--- src/design/dds_cfg_pkg.sv ---
// package of constants for the synthesizer configuration register slice
// assumes a single 40 MHz clock and a word-wide programming port
// Notes on behaviour
// lock detection runs only while lock-detect enable bit 2 is set
// lock after phase error stays in window 128/256/512/1024 ref cycles
// lock state readable at bit 24 of status address 0x00
// bit 6 clear: automatic pump current; set: manual code bits [5:3]
// converter bit 26 low enables sync output, high disables it
// calibration clock runs only with bits 25 and 26 both low
// writing 1 to converter bit 24 starts a DAC calibration
// host calibrates the DAC after power-up and clock changes
// host writes only default values into converter bits [23:0]
// ramp registers 0x04..0x08 act only while 0x01 bit 19 set
// lower limit at 0x04, upper limit at 0x05 bound the sweep
// 0x06 is the step added on each rising step
// 0x07 is the step subtracted on each falling step
// 0x08 upper half sets interval between falling steps
// 0x08 lower half sets interval between rising steps
// host starts VCO calibration whenever it enables the PLL
// lock held low while disabled; window count restarts on exit
// calibration runs once per rising edge of the enable bit
package dds_cfg_pkg;
   // -------------------------------------------------------------
   // register addresses
   // -------------------------------------------------------------
   localparam logic [7:0] ADDR_STATUS = 8'h00;
   localparam logic [7:0] ADDR_RAMP_MODE = 8'h01;
   localparam logic [7:0] ADDR_PLL_CTRL = 8'h02;
   localparam logic [7:0] ADDR_CONV_CTRL = 8'h03;
   localparam logic [7:0] ADDR_RAMP_LOWER = 8'h04;
   localparam logic [7:0] ADDR_RAMP_UPPER = 8'h05;
   localparam logic [7:0] ADDR_RAMP_RISE = 8'h06;
   localparam logic [7:0] ADDR_RAMP_FALL = 8'h07;
   localparam logic [7:0] ADDR_RAMP_RATE = 8'h08;
   // -------------------------------------------------------------
   // field positions
   // -------------------------------------------------------------
   localparam int STAT_LOCK_BIT = 24;
   localparam int RAMP_EN_BIT = 19;
   localparam int CP_MANUAL_BIT = 6;
   localparam int CP_CODE_LSB = 3;
   localparam int LOCK_EN_BIT = 2;
   localparam int LOCK_WIN_LSB = 0;
   localparam int AUX_PD_BIT = 26;
   localparam int CALCLK_PD_BIT = 25;
   localparam int CAL_EN_BIT = 24;
   localparam int FALL_RATE_LSB = 16;
   localparam int RISE_RATE_LSB = 0;
   // -------------------------------------------------------------
   // reset values and timing counts
   // -------------------------------------------------------------
   localparam logic [31:0] RESET_WORD = 32'h0000_0000;
   localparam logic [10:0] LOCK_WIN_BASE = 11'h080;
   localparam logic [7:0] CAL_RUN_CYCLES = 8'h40;
   typedef enum logic [2:0] {
      CAL_IDLE = 3'b001,
      CAL_WAIT = 3'b010,
      CAL_RUN = 3'b100
   } dds_cal_state_t;
endpackage : dds_cfg_pkg

--- src/design/dds_cal_seq.sv ---
// DAC calibration sequencer stepping on the calibration clock enable
// assumes startReq is a one-cycle pulse
module dds_cal_seq
   import dds_cfg_pkg::*;
(
   input wire logic mclk,
   input wire logic nRstSync,
   input wire logic ce,
   input wire logic startReq,
   input wire logic calClkEn,
   output logic busy,
   output logic done
);
   dds_cal_state_t state;
   logic [7:0] count;
   always_ff @(posedge mclk or negedge nRstSync)
   begin
      if (!nRstSync)
      begin
         state <= CAL_IDLE;
         count <= 8'h00;
         busy <= 1'b0;
         done <= 1'b0;
      end
      else if (ce)
      begin
         done <= 1'b0;
         case (state)
            CAL_IDLE:
               if (startReq)
               begin
                  state <= CAL_WAIT;
                  busy <= 1'b1;
               end
            CAL_WAIT:
               if (calClkEn)
               begin
                  state <= CAL_RUN;
                  count <= 8'h00;
               end
            CAL_RUN:
               if (calClkEn)
               begin
                  if (count == CAL_RUN_CYCLES - 8'h01)
                  begin
                     state <= CAL_IDLE;
                     busy <= 1'b0;
                     done <= 1'b1;
                  end
                  else
                     count <= count + 8'h01;
               end
            default:
               state <= CAL_IDLE;
         endcase
      end
   end
endmodule : dds_cal_seq

--- src/design/dds_lock_detect.sv ---
// reference-cycle lock-window counter
// assumes refTick is one pulse per reference cycle, synchronous to mclk
module dds_lock_detect
   import dds_cfg_pkg::*;
(
   input wire logic mclk,
   input wire logic nRstSync,
   input wire logic ce,
   input wire logic detectEnable,
   input wire logic [1:0] windowCode,
   input wire logic refTick,
   input wire logic phaseInWindow,
   output logic locked
);
   logic [10:0] count;
   logic [10:0] target;
   assign target = LOCK_WIN_BASE << windowCode;
   always_ff @(posedge mclk or negedge nRstSync)
   begin
      if (!nRstSync)
      begin
         count <= 11'h000;
         locked <= 1'b0;
      end
      else if (ce)
      begin
         if (!detectEnable)
         begin
            count <= 11'h000;
            locked <= 1'b0;
         end
         else if (refTick && !phaseInWindow)
         begin
            count <= 11'h000;
            locked <= 1'b0;
         end
         else if (refTick)
         begin
            if (count < target)
               count <= count + 11'h001;
            if (count >= target - 11'h001)
               locked <= 1'b1;
         end
      end
   end
endmodule : dds_lock_detect

--- src/design/dds_pll_dac_ramp_cfg.sv ---
// top of the configuration slice: programming port, registers, outputs
// assumes port strobes are synchronous to mclk, one request per cycle
module dds_pll_dac_ramp_cfg
   import dds_cfg_pkg::*;
(
   input wire logic mclk,
   input wire logic nrst,
   input wire logic ce,
   input wire logic [7:0] regAddr,
   input wire logic [31:0] regWrData,
   input wire logic regWrite,
   input wire logic regRead,
   input wire logic refTick,
   input wire logic phaseInWindow,
   output logic [31:0] regRdData,
   output logic regRdValid,
   output logic pllLocked,
   output logic cpManual,
   output logic [2:0] cpCode,
   output logic syncOutOn,
   output logic dacCalClkOn,
   output logic dacCalActive,
   output logic rampEnable,
   output logic [31:0] rampLower,
   output logic [31:0] rampUpper,
   output logic [31:0] rampRiseStep,
   output logic [31:0] rampFallStep,
   output logic [15:0] rampFallInterval,
   output logic [15:0] rampRiseInterval
);
   // -------------------------------------------------------------
   // reset release
   // -------------------------------------------------------------
   logic rstMeta;
   logic nRstSync;
   always_ff @(posedge mclk or negedge nrst)
   begin
      if (!nrst)
      begin
         rstMeta <= 1'b0;
         nRstSync <= 1'b0;
      end
      else
      begin
         rstMeta <= 1'b1;
         nRstSync <= rstMeta;
      end
   end

   // -------------------------------------------------------------
   // register storage
   // -------------------------------------------------------------
   logic [31:0] rampModeConfig;
   logic [31:0] pllLockCtrl;
   logic [31:0] convCtrl;
   logic [31:0] lowerLimit;
   logic [31:0] upperLimit;
   logic [31:0] riseStep;
   logic [31:0] fallStep;
   logic [31:0] slopeRates;
   logic calDone;
   logic calBusy;
   logic calStart;
   logic calClkEn;
   logic lockedRaw;
   logic wrConv;

   assign wrConv = regWrite && regAddr == ADDR_CONV_CTRL;
   // start only on a 0 to 1 change of the stored enable bit
   assign calStart = wrConv && regWrData[CAL_EN_BIT]
      && !convCtrl[CAL_EN_BIT];
   assign calClkEn = !convCtrl[CALCLK_PD_BIT]
      && !convCtrl[AUX_PD_BIT];

   always_ff @(posedge mclk or negedge nRstSync)
   begin
      if (!nRstSync)
         rampModeConfig <= RESET_WORD;
      else if (ce && regWrite && regAddr == ADDR_RAMP_MODE)
         rampModeConfig <= regWrData;
   end

   always_ff @(posedge mclk or negedge nRstSync)
   begin
      if (!nRstSync)
         pllLockCtrl <= RESET_WORD;
      else if (ce && regWrite && regAddr == ADDR_PLL_CTRL)
         pllLockCtrl <= regWrData;
   end

   // converter control: the enable bit clears itself when calibration
   // ends, but a write landing in that cycle wins
   always_ff @(posedge mclk or negedge nRstSync)
   begin
      if (!nRstSync)
         convCtrl <= RESET_WORD;
      else if (ce)
      begin
         if (wrConv)
            convCtrl <= regWrData;
         else if (calDone)
            convCtrl[CAL_EN_BIT] <= 1'b0;
      end
   end

   always_ff @(posedge mclk or negedge nRstSync)
   begin
      if (!nRstSync)
      begin
         lowerLimit <= RESET_WORD;
         upperLimit <= RESET_WORD;
      end
      else if (ce && regWrite)
      begin
         if (regAddr == ADDR_RAMP_LOWER)
            lowerLimit <= regWrData;
         if (regAddr == ADDR_RAMP_UPPER)
            upperLimit <= regWrData;
      end
   end

   always_ff @(posedge mclk or negedge nRstSync)
   begin
      if (!nRstSync)
      begin
         riseStep <= RESET_WORD;
         fallStep <= RESET_WORD;
         slopeRates <= RESET_WORD;
      end
      else if (ce && regWrite)
      begin
         if (regAddr == ADDR_RAMP_RISE)
            riseStep <= regWrData;
         if (regAddr == ADDR_RAMP_FALL)
            fallStep <= regWrData;
         if (regAddr == ADDR_RAMP_RATE)
            slopeRates <= regWrData;
      end
   end

   // -------------------------------------------------------------
   // lock detection and calibration
   // -------------------------------------------------------------
   dds_lock_detect uLock (
      .mclk(mclk),
      .nRstSync(nRstSync),
      .ce(ce),
      .detectEnable(pllLockCtrl[LOCK_EN_BIT]),
      .windowCode(pllLockCtrl[LOCK_WIN_LSB +: 2]),
      .refTick(refTick),
      .phaseInWindow(phaseInWindow),
      .locked(lockedRaw)
   );

   dds_cal_seq uCal (
      .mclk(mclk),
      .nRstSync(nRstSync),
      .ce(ce),
      .startReq(calStart),
      .calClkEn(calClkEn),
      .busy(calBusy),
      .done(calDone)
   );

   // -------------------------------------------------------------
   // read port
   // -------------------------------------------------------------
   logic [31:0] next_rdData;
   always_comb
   begin
      next_rdData = 32'h0000_0000;
      case (regAddr)
         ADDR_STATUS:
            next_rdData[STAT_LOCK_BIT] = lockedRaw;
         ADDR_RAMP_MODE:
            next_rdData = rampModeConfig;
         ADDR_PLL_CTRL:
            next_rdData = pllLockCtrl;
         ADDR_CONV_CTRL:
            next_rdData = convCtrl;
         ADDR_RAMP_LOWER:
            next_rdData = lowerLimit;
         ADDR_RAMP_UPPER:
            next_rdData = upperLimit;
         ADDR_RAMP_RISE:
            next_rdData = riseStep;
         ADDR_RAMP_FALL:
            next_rdData = fallStep;
         ADDR_RAMP_RATE:
            next_rdData = slopeRates;
         default:
            next_rdData = 32'h0000_0000;
      endcase
   end

   always_ff @(posedge mclk or negedge nRstSync)
   begin
      if (!nRstSync)
      begin
         regRdData <= 32'h0000_0000;
         regRdValid <= 1'b0;
      end
      else if (ce)
      begin
         regRdValid <= regRead;
         if (regRead)
            regRdData <= next_rdData;
      end
   end

   // -------------------------------------------------------------
   // pll and converter outputs
   // -------------------------------------------------------------
   always_ff @(posedge mclk or negedge nRstSync)
   begin
      if (!nRstSync)
      begin
         pllLocked <= 1'b0;
         cpManual <= 1'b0;
         cpCode <= 3'h0;
      end
      else if (ce)
      begin
         pllLocked <= lockedRaw;
         cpManual <= pllLockCtrl[CP_MANUAL_BIT];
         // code is only meaningful in manual mode; zero otherwise
         cpCode <= pllLockCtrl[CP_MANUAL_BIT]
            ? pllLockCtrl[CP_CODE_LSB +: 3] : 3'h0;
      end
   end

   always_ff @(posedge mclk or negedge nRstSync)
   begin
      if (!nRstSync)
      begin
         syncOutOn <= 1'b0;
         dacCalClkOn <= 1'b0;
         dacCalActive <= 1'b0;
      end
      else if (ce)
      begin
         syncOutOn <= !convCtrl[AUX_PD_BIT];
         dacCalClkOn <= calClkEn;
         dacCalActive <= calBusy;
      end
   end

   // -------------------------------------------------------------
   // ramp parameter outputs, zero while the ramp is disabled
   // -------------------------------------------------------------
   logic rampOn;
   assign rampOn = rampModeConfig[RAMP_EN_BIT];
   always_ff @(posedge mclk or negedge nRstSync)
   begin
      if (!nRstSync)
      begin
         rampEnable <= 1'b0;
         rampLower <= 32'h0000_0000;
         rampUpper <= 32'h0000_0000;
         rampRiseStep <= 32'h0000_0000;
         rampFallStep <= 32'h0000_0000;
         rampFallInterval <= 16'h0000;
         rampRiseInterval <= 16'h0000;
      end
      else if (ce)
      begin
         rampEnable <= rampOn;
         rampLower <= rampOn ? lowerLimit : 32'h0000_0000;
         rampUpper <= rampOn ? upperLimit : 32'h0000_0000;
         rampRiseStep <= rampOn ? riseStep : 32'h0000_0000;
         rampFallStep <= rampOn ? fallStep : 32'h0000_0000;
         rampFallInterval <= rampOn
            ? slopeRates[FALL_RATE_LSB +: 16] : 16'h0000;
         rampRiseInterval <= rampOn
            ? slopeRates[RISE_RATE_LSB +: 16] : 16'h0000;
      end
   end
endmodule : dds_pll_dac_ramp_cfg

--- config.mk ---
export PLATFORM = sky130hd
export DESIGN_NAME = dds_pll_dac_ramp_cfg
export DESIGN_NICKNAME = d
export VERILOG_FILES = /design/src/design/dds_cfg_pkg.sv /design/src/design/dds_cal_seq.sv /design/src/design/dds_lock_detect.sv /design/src/design/dds_pll_dac_ramp_cfg.sv
export SDC_FILE = /design/constraint.sdc
export NUM_CORES = 1
export LEC_CHECK = 0
export BUFFER_PORTS_ARGS = -buffer_cell sky130_fd_sc_hd__buf_2
export CAP_MARGIN = 15
export CORE_AREA = 5 5 203 205
export DETAILED_ROUTE_END_ITERATION = 7
export DIE_AREA = 0 0 208 210
export GPL_TIMING_DRIVEN = 0
export PLACE_DENSITY = 0.71
export SLEW_MARGIN = 40
export SYNTH_ARGS = -nofsm -noshare
export SYNTH_HDL_FRONTEND = slang
export SYNTH_SLANG_ARGS = --single-unit
--- constraint.sdc ---
create_clock -name mclk -period 18.3 [get_ports mclk]
set_input_delay 2.745 -clock mclk [delete_from_list [all_inputs] [get_ports mclk]]
set_output_delay 2.745 -clock mclk [all_outputs]
set_load 0.005 [all_outputs]
==> results of run 1 <==
Yosys cell counts, drive strengths merged (6+ instances only):
cell,count,area share
a21oi,38,0.0090
a221oi,14,0.0058
a22o,8,0.0033
a22oi,28,0.0099
a31oi,12,0.0035
a32oi,13,0.0054
and2,6,0.0018
and3,7,0.0021
buf,55,0.012
clkbuf,72,0.013
dfrtp,484,0.57
ha,9,0.0053
inv,174,0.031
mux2,277,0.15
mux2i,25,0.012
mux4,7,0.0075
nand2,52,0.0095
nand2b,6,0.0018
nand3,183,0.043
nand4,10,0.0030
nor2,38,0.0069
nor2b,9,0.0027
nor3,29,0.0073
nor4,8,0.0041
o21ai,194,0.046
o2bb2ai,6,0.0025
or3,9,0.0027
registers in the layout (all words and copies together) (netlist names), 32 cells and up:
name	flops
fallStep	32
convCtrl	32
rampUpper	32
rampLower	32
riseStep	32
rampModeConfig	32
rampRiseStep	32
lowerLimit	32
pllLockCtrl	32
slopeRates	32
rampFallStep	32
regRdData	32
upperLimit	32
cells by family (layout without fill, tap and decap cells):
| family | Yosys count | in the layout |
|---|---|---|
| fa+ha+maj | 9 | 9 |
| mux | 309 | 309 |
| compound gates | 359 | 359 |
| buf+inv | 301 | 655 |
| simple gates | 368 | 368 |
| flops | 485 | 485 |
| xor+xnor | 8 | 8 |
| other cells | 1 | 2 |
report_power, final:
part / total, W / switching, W / internal (W)
combinational: 0.000151 / 0.000108 / 0.0000433
clock: 0.00108 / 0.000430 / 0.000646
sequential: 0.00112 / 0.0000230 / 0.00110
critical path: stages:
cell	delay [ps]
buf_2	150
buf_2	270
buf_2	460
buf_2	550
clkbuf_1	720
nand2_1	380
a2bb2oi_1	240
a31oi_1	190
stage by stage:
stage	setup slack, ps	util
floorplan	3780	-
global placement	-1440	0.586
detailed placement	12480	0.595
CTS	13090	0.639
global route	13170	0.640
finish	13100	0.640
layer usage:
metal	up-vias	wire length [µm]	global-route usage
li1	7135	-	-
met1	8705	30800	0.476
met2	972	34500	0.536
met3	215	7490	0.0829
met4	4	3800	0.147
met5	-	21	0
final timing paths:
path	start	to	slack, ps	cells after the start
max	regAddr[1]	regRdData[25]	13100	8
min	nRstSync	upperLimit[16]	260	0
max reg2reg	pllLockCtrl[1]	uLock.count[8]	15640	8
min reg2reg	nRstSync	upperLimit[16]	260	0
max in group asynchronous	nrst	nRstSync	16270	1
min in group mclk	rstMeta	nRstSync	350	0
area by class of cell:
cell class                      count  area share
Antenna cell                        1   0.0000995
Tap cell                          525      0.0261
Buffer                            127      0.0218
Timing Repair Buffer              263      0.0616
Multi-Input combinational cell   1054       0.312
Inverter                          174      0.0260
Clock inverter                     14     0.00816
Clock buffer                       77      0.0610
Sequential cell                   485       0.483
==> out/metrics.yaml, run 1 <==
status: "finished, final reports clean"
ctsResizeCount: 0
final_cells: 2720
gp_congestion: 0.986
synth-adder-area-share: 0.00533
hpwl_mm: 54.7
period_minus_slack_ps: 5200
syn_inst: 1840
fp.dieH_um: 210
holdWs_ps: 262
clkSinkCount: 485
grt_overflow_total: 0
multi_input_area_um2: 7860
setup_tns_ps: 0
synthMuxAreaShare: 0.167
synth_xor_area_frac: 0.00331
p_per_area_nw_per_um2: 93.3
io_buffers: 246
vdd_drop_max_v: 0.0000618
cts_root_buf: "clkbuf_16"
yosys.area_share.simple: 0.0899
grt_pass1_wl_mm: 114
vias_per_cell: 6.26
die_area_um2: 43700
drtAntennaViolNets: 0
drive_gt1_frac: 0.299
worst-setup-path-type: "primary input to flip-flop"
grt_max_degree: 44
yosysWarnings: 0
cp_data_arrival_time_ps: 5730
synth_top_family_by_area: "multiplexers"
area_growth_pct: 18.9
place_area_um2: 23400
setup_viol: 0
nFillCells: 3191
fmaxAchievable_mhz: 192
dr.pass1.iters: 6
placedCellCount: 2626
hold_viol_final: 0
yosysUniqueCellTypes: 68
htree_levels: 2
ctsLongestPathBuffers: 3
clk_pin_slew_worst_paths_ps: 70
period_share: 0.284
finalMaxSlewViolations: 0
die_w_um: 208
fin_worst_skew_ps: 23.7
syn_nets: 1896
yosysSeqAreaShare: 0.574
leakagePower_nw: 12.2
cts_setup_buffers: 0
startpoint_type: "primary input"
postSynth.asyncResetShare: 1.00
fin_nets: 2211
synthFlopType: "dfrtp_1"
vias: 17031
layout_commonest_cell: "dfrtp_1"
antenna_found_initial: 3
drcViolationCount: 0
rows: 73
hold_path.class: "flip-flop to asynchronous set/reset pin"
grt_pass1_vias: 17322
cts_hold_buf: 0
grt_setup_unrepaired: "no"
synth_area_per_cell_um2: 11.5
cp_max_fo: 10
start_util: 0.538
synth-compound-area-share: 0.104
drtIter0Drc: 1936
synth-edff-count: 0
syn_area_um2: 21100
grt_usage: 0.346
wl_mm: 76.6
fin_area_um2: 25100
cts_tree: "yes"
clk_latency_ps: 600
synth-seq-cells: 485
crit_path_end_kind: "flip-flop"
maxCapViolations: 0
final_cell_mix: "dfrtp_1 (483), buf_2 (285), mux2_2 (236)"
required_ps: 18830
slew_headroom: 0.363
core_area_um2: 39300
io_pins: 249
wl_per_cell_um: 28.2
tightestPinTransition_ps: 956
regArea_um2: 12100
cts_buffers: 50
finalPower_w: 0.00235
(Power assumes the default switching activity.)
==> inputs of run 2 (changes only) <==
CORE_AREA = 5 5 206 208   (was 5 5 203 205)
DIE_AREA = 0 0 211 213   (was 0 0 208 210)
PLACE_DENSITY = 0.72   (was 0.71)
clock period = 4.5 ns   (was 18.3 ns; I/O delays follow)
==> run 2 against run 1 <==
Compared with the run above:
- critical path depth unchanged
- cell count is 0.29% higher
- critical path type unchanged
- first-iteration DRC count up 0.36%
- sequential power increased to 4.1 times the previous value
- highest routed layer unchanged
- via count rose by 0.12%
- global-route usage down 0.33 points
- largest power group unchanged
- worst setup slack got worse by 12000 ps
- critical endpoint is now regRdData[13]
- final area about the same
- register-to-register slack lost 14000 ps
- sequential cell count is the same
==> out/metrics.yaml, run 2 (same netlist as run 1, synthesis figures left out) <==
drtIter0Drc: 1943  # +0.36%
crit_buf_inv: 5  # unchanged
rrSetupSlack_ps: 1830  # -13810 ps
ctsResizeCount: 0  # unchanged
slew_headroom: 0.337  # -0.0251
required_ps: 5030  # -13800 ps
cts_setup_buffers: 0  # unchanged
ctsLongestPathBuffers: 3  # unchanged
worstSetupPathDepth: 8  # unchanged
hpwl_mm: 55.7  # +1.7%
layout_commonest_cell: "dfrtp_1"
cp_slowest_cell: "clkbuf_1"
tightestPinTransition_ps: 994  # +37.7 ps
cts_tree: "yes"
status: "finished, final reports clean"
hold_viol_final: 0  # unchanged
placedCellCount: 2631  # +0.19%
fin_worst_skew_ps: 15.2  # -8.46 ps
worst_r2r_path_depth: 8  # unchanged
dr.pass1.iters: 6  # unchanged
core_area_um2: 40400  # +2.8%
leakagePower_nw: 12.2  # +0.18%
vias: 17052  # +0.12%
crit_path_end_kind: "flip-flop"
cts_root_buf: "clkbuf_16"
nFillCells: 3349  # +5.0%
fp.dieH_um: 213  # +1.4%
wl_per_cell_um: 28.6  # +1.3%
rows: 74  # +1.4%
grt_pass1_wl_mm: 114  # +0.21%
finalPower_w: 0.00965  # +310%
cp_top_family: "buffers and inverters"
start_util: 0.524  # -0.0146
fin_util: 0.623  # -0.0174
grt_max_degree: 45  # +2.3%
setup_viol: 0  # unchanged
cpPeakStageDelay_ps: 790  # +70 ps
cp_data_arrival_time_ps: 3960  # -1770 ps
r2r-start: "pllLockCtrl[1]"
cp_max_fo: 10  # unchanged
clk_latency_ps: 600  # about the same
die_w_um: 211  # +1.4%
drive_gt1_frac: 0.303  # +0.00351
grt_setup_unrepaired: "no"
grt_overflow_total: 0  # unchanged
io_buffers: 246  # unchanged
startpoint_type: "primary input"
cts_buffers: 50  # unchanged
io_pins: 249  # unchanged
finalMaxSlewViolations: 0  # unchanged
endpoint: "regRdData[13]"
final_cells: 2728  # +0.29%
path_cells: "buf_2 -> buf_2 -> buf_2 -> buf_2 -> clkbuf_1 -> nand2_1 -> o221ai_1 -> a22o_1"
hold_path.class: "flip-flop to asynchronous set/reset pin"
gp_congestion: 1.00  # +1.8%
drtAntennaViolNets: 0  # unchanged
final_cell_mix: "dfrtp_1 (483), buf_2 (284), mux2_2 (236)"
clk_pin_slew_worst_paths_ps: 60  # about the same
cp-startpoint: "regAddr[1]"
grt_usage: 0.343  # -0.00326
p_per_area_nw_per_um2: 384  # +310%
htree_levels: 2  # unchanged
period_minus_slack_ps: 3420
grt_pass1_vias: 17352  # +0.17%
vias_per_cell: 6.25  # -0.17%
regToRegEndpoint: "uLock.count[7]"
maxCapViolations: 0  # unchanged
antenna_found_initial: 4  # +1
worst-setup-path-type: "primary input to flip-flop"
area_growth_pct: 18.9  # about the same
drcViolationCount: 0  # unchanged
period_share: 0.761
fin_nets: 2210  # -0.045%
vdd_drop_max_v: 0.000284  # +360%
clkSinkCount: 485  # unchanged
fmaxAchievable_mhz: 292
die_area_um2: 44900  # +2.9%
wl_mm: 77.9  # +1.6%
crit_top_cell: "buf_2"
## run 2: cell types whose count changed in the layout (fill, tap and decap cells not counted), moves of 2 or more
cell,previous run,this run
clkbuf_1,73,65
clkbuf_8,16,8
clkbuf_2,9,16
clkinv_2,6,12
bufinv_16,5,8
a2111oi_0,4,2
a2111oi_1,0,2
clkinv_4,1,3
clkinvlp_4,1,3
## run 2: layout make-up
class,instances,area (µm²),share of cell area
Multi-Input combinational cell,1054,7850,0.312
Timing Repair Buffer,262,1510,0.0600
Inverter,174,653,0.0260
Clock buffer,66,1410,0.0562
Clock inverter,27,358,0.0142
Tap cell,532,666,0.0265
Sequential cell,485,12100,0.483
Antenna cell,1,2.50,0.0000995
Buffer,127,556,0.0221
## run 2: power by group
part	total, W	switching, W	internal [W]
Combinational	0.000609	0.000439	0.000171
Sequential	0.00455	0.0000929	0.00445
Clock	0.00450	0.00182	0.00268
## run 2: repair_timing
item	CTS	global route
hold endpoints to repair	2	0
setup endpoints to repair	0	0
hold buffers	1	0
## run 2: routing by layer
| metal | vias to the layer above | share of wire | GRT usage |
|---|---|---|---|
| met5 | - | 0.00067 | 0 |
| met4 | 4 | 0.054 | 0.164 |
| met3 | 271 | 0.11 | 0.0924 |
| met2 | 1021 | 0.44 | 0.515 |
| met1 | 8605 | 0.40 | 0.468 |
| li1 | 7151 | - | - |
## run 2: stage by stage
stage / cell area (µm²) / hold WS [ps] / setup slack (ps) / setup TNS, ps
floorplan: 21200 / 331 / -232 / -111960
global placement: 23000 / 337 / -1910 / -900100
detailed placement: 23300 / 286 / 738 / 0
CTS: 25100 / 292 / 1340 / 0
global route: 25100 / 307 / 1250 / 0
finish: 25100 / 273 / 1080 / 0
## run 2: how the worst min path moves through the flow
stage / endpoint / from / cells past startpoint / slack (ps)
floorplan: nRstSync / rstMeta / 0 / 330
global placement: nRstSync / rstMeta / 0 / 340
detailed placement: rampFallStep[21] / nRstSync / 0 / 290
CTS: rampUpper[21] / nRstSync / 0 / 290
global route: rampFallStep[21] / nRstSync / 0 / 310
finish: rampUpper[21] / nRstSync / 0 / 270
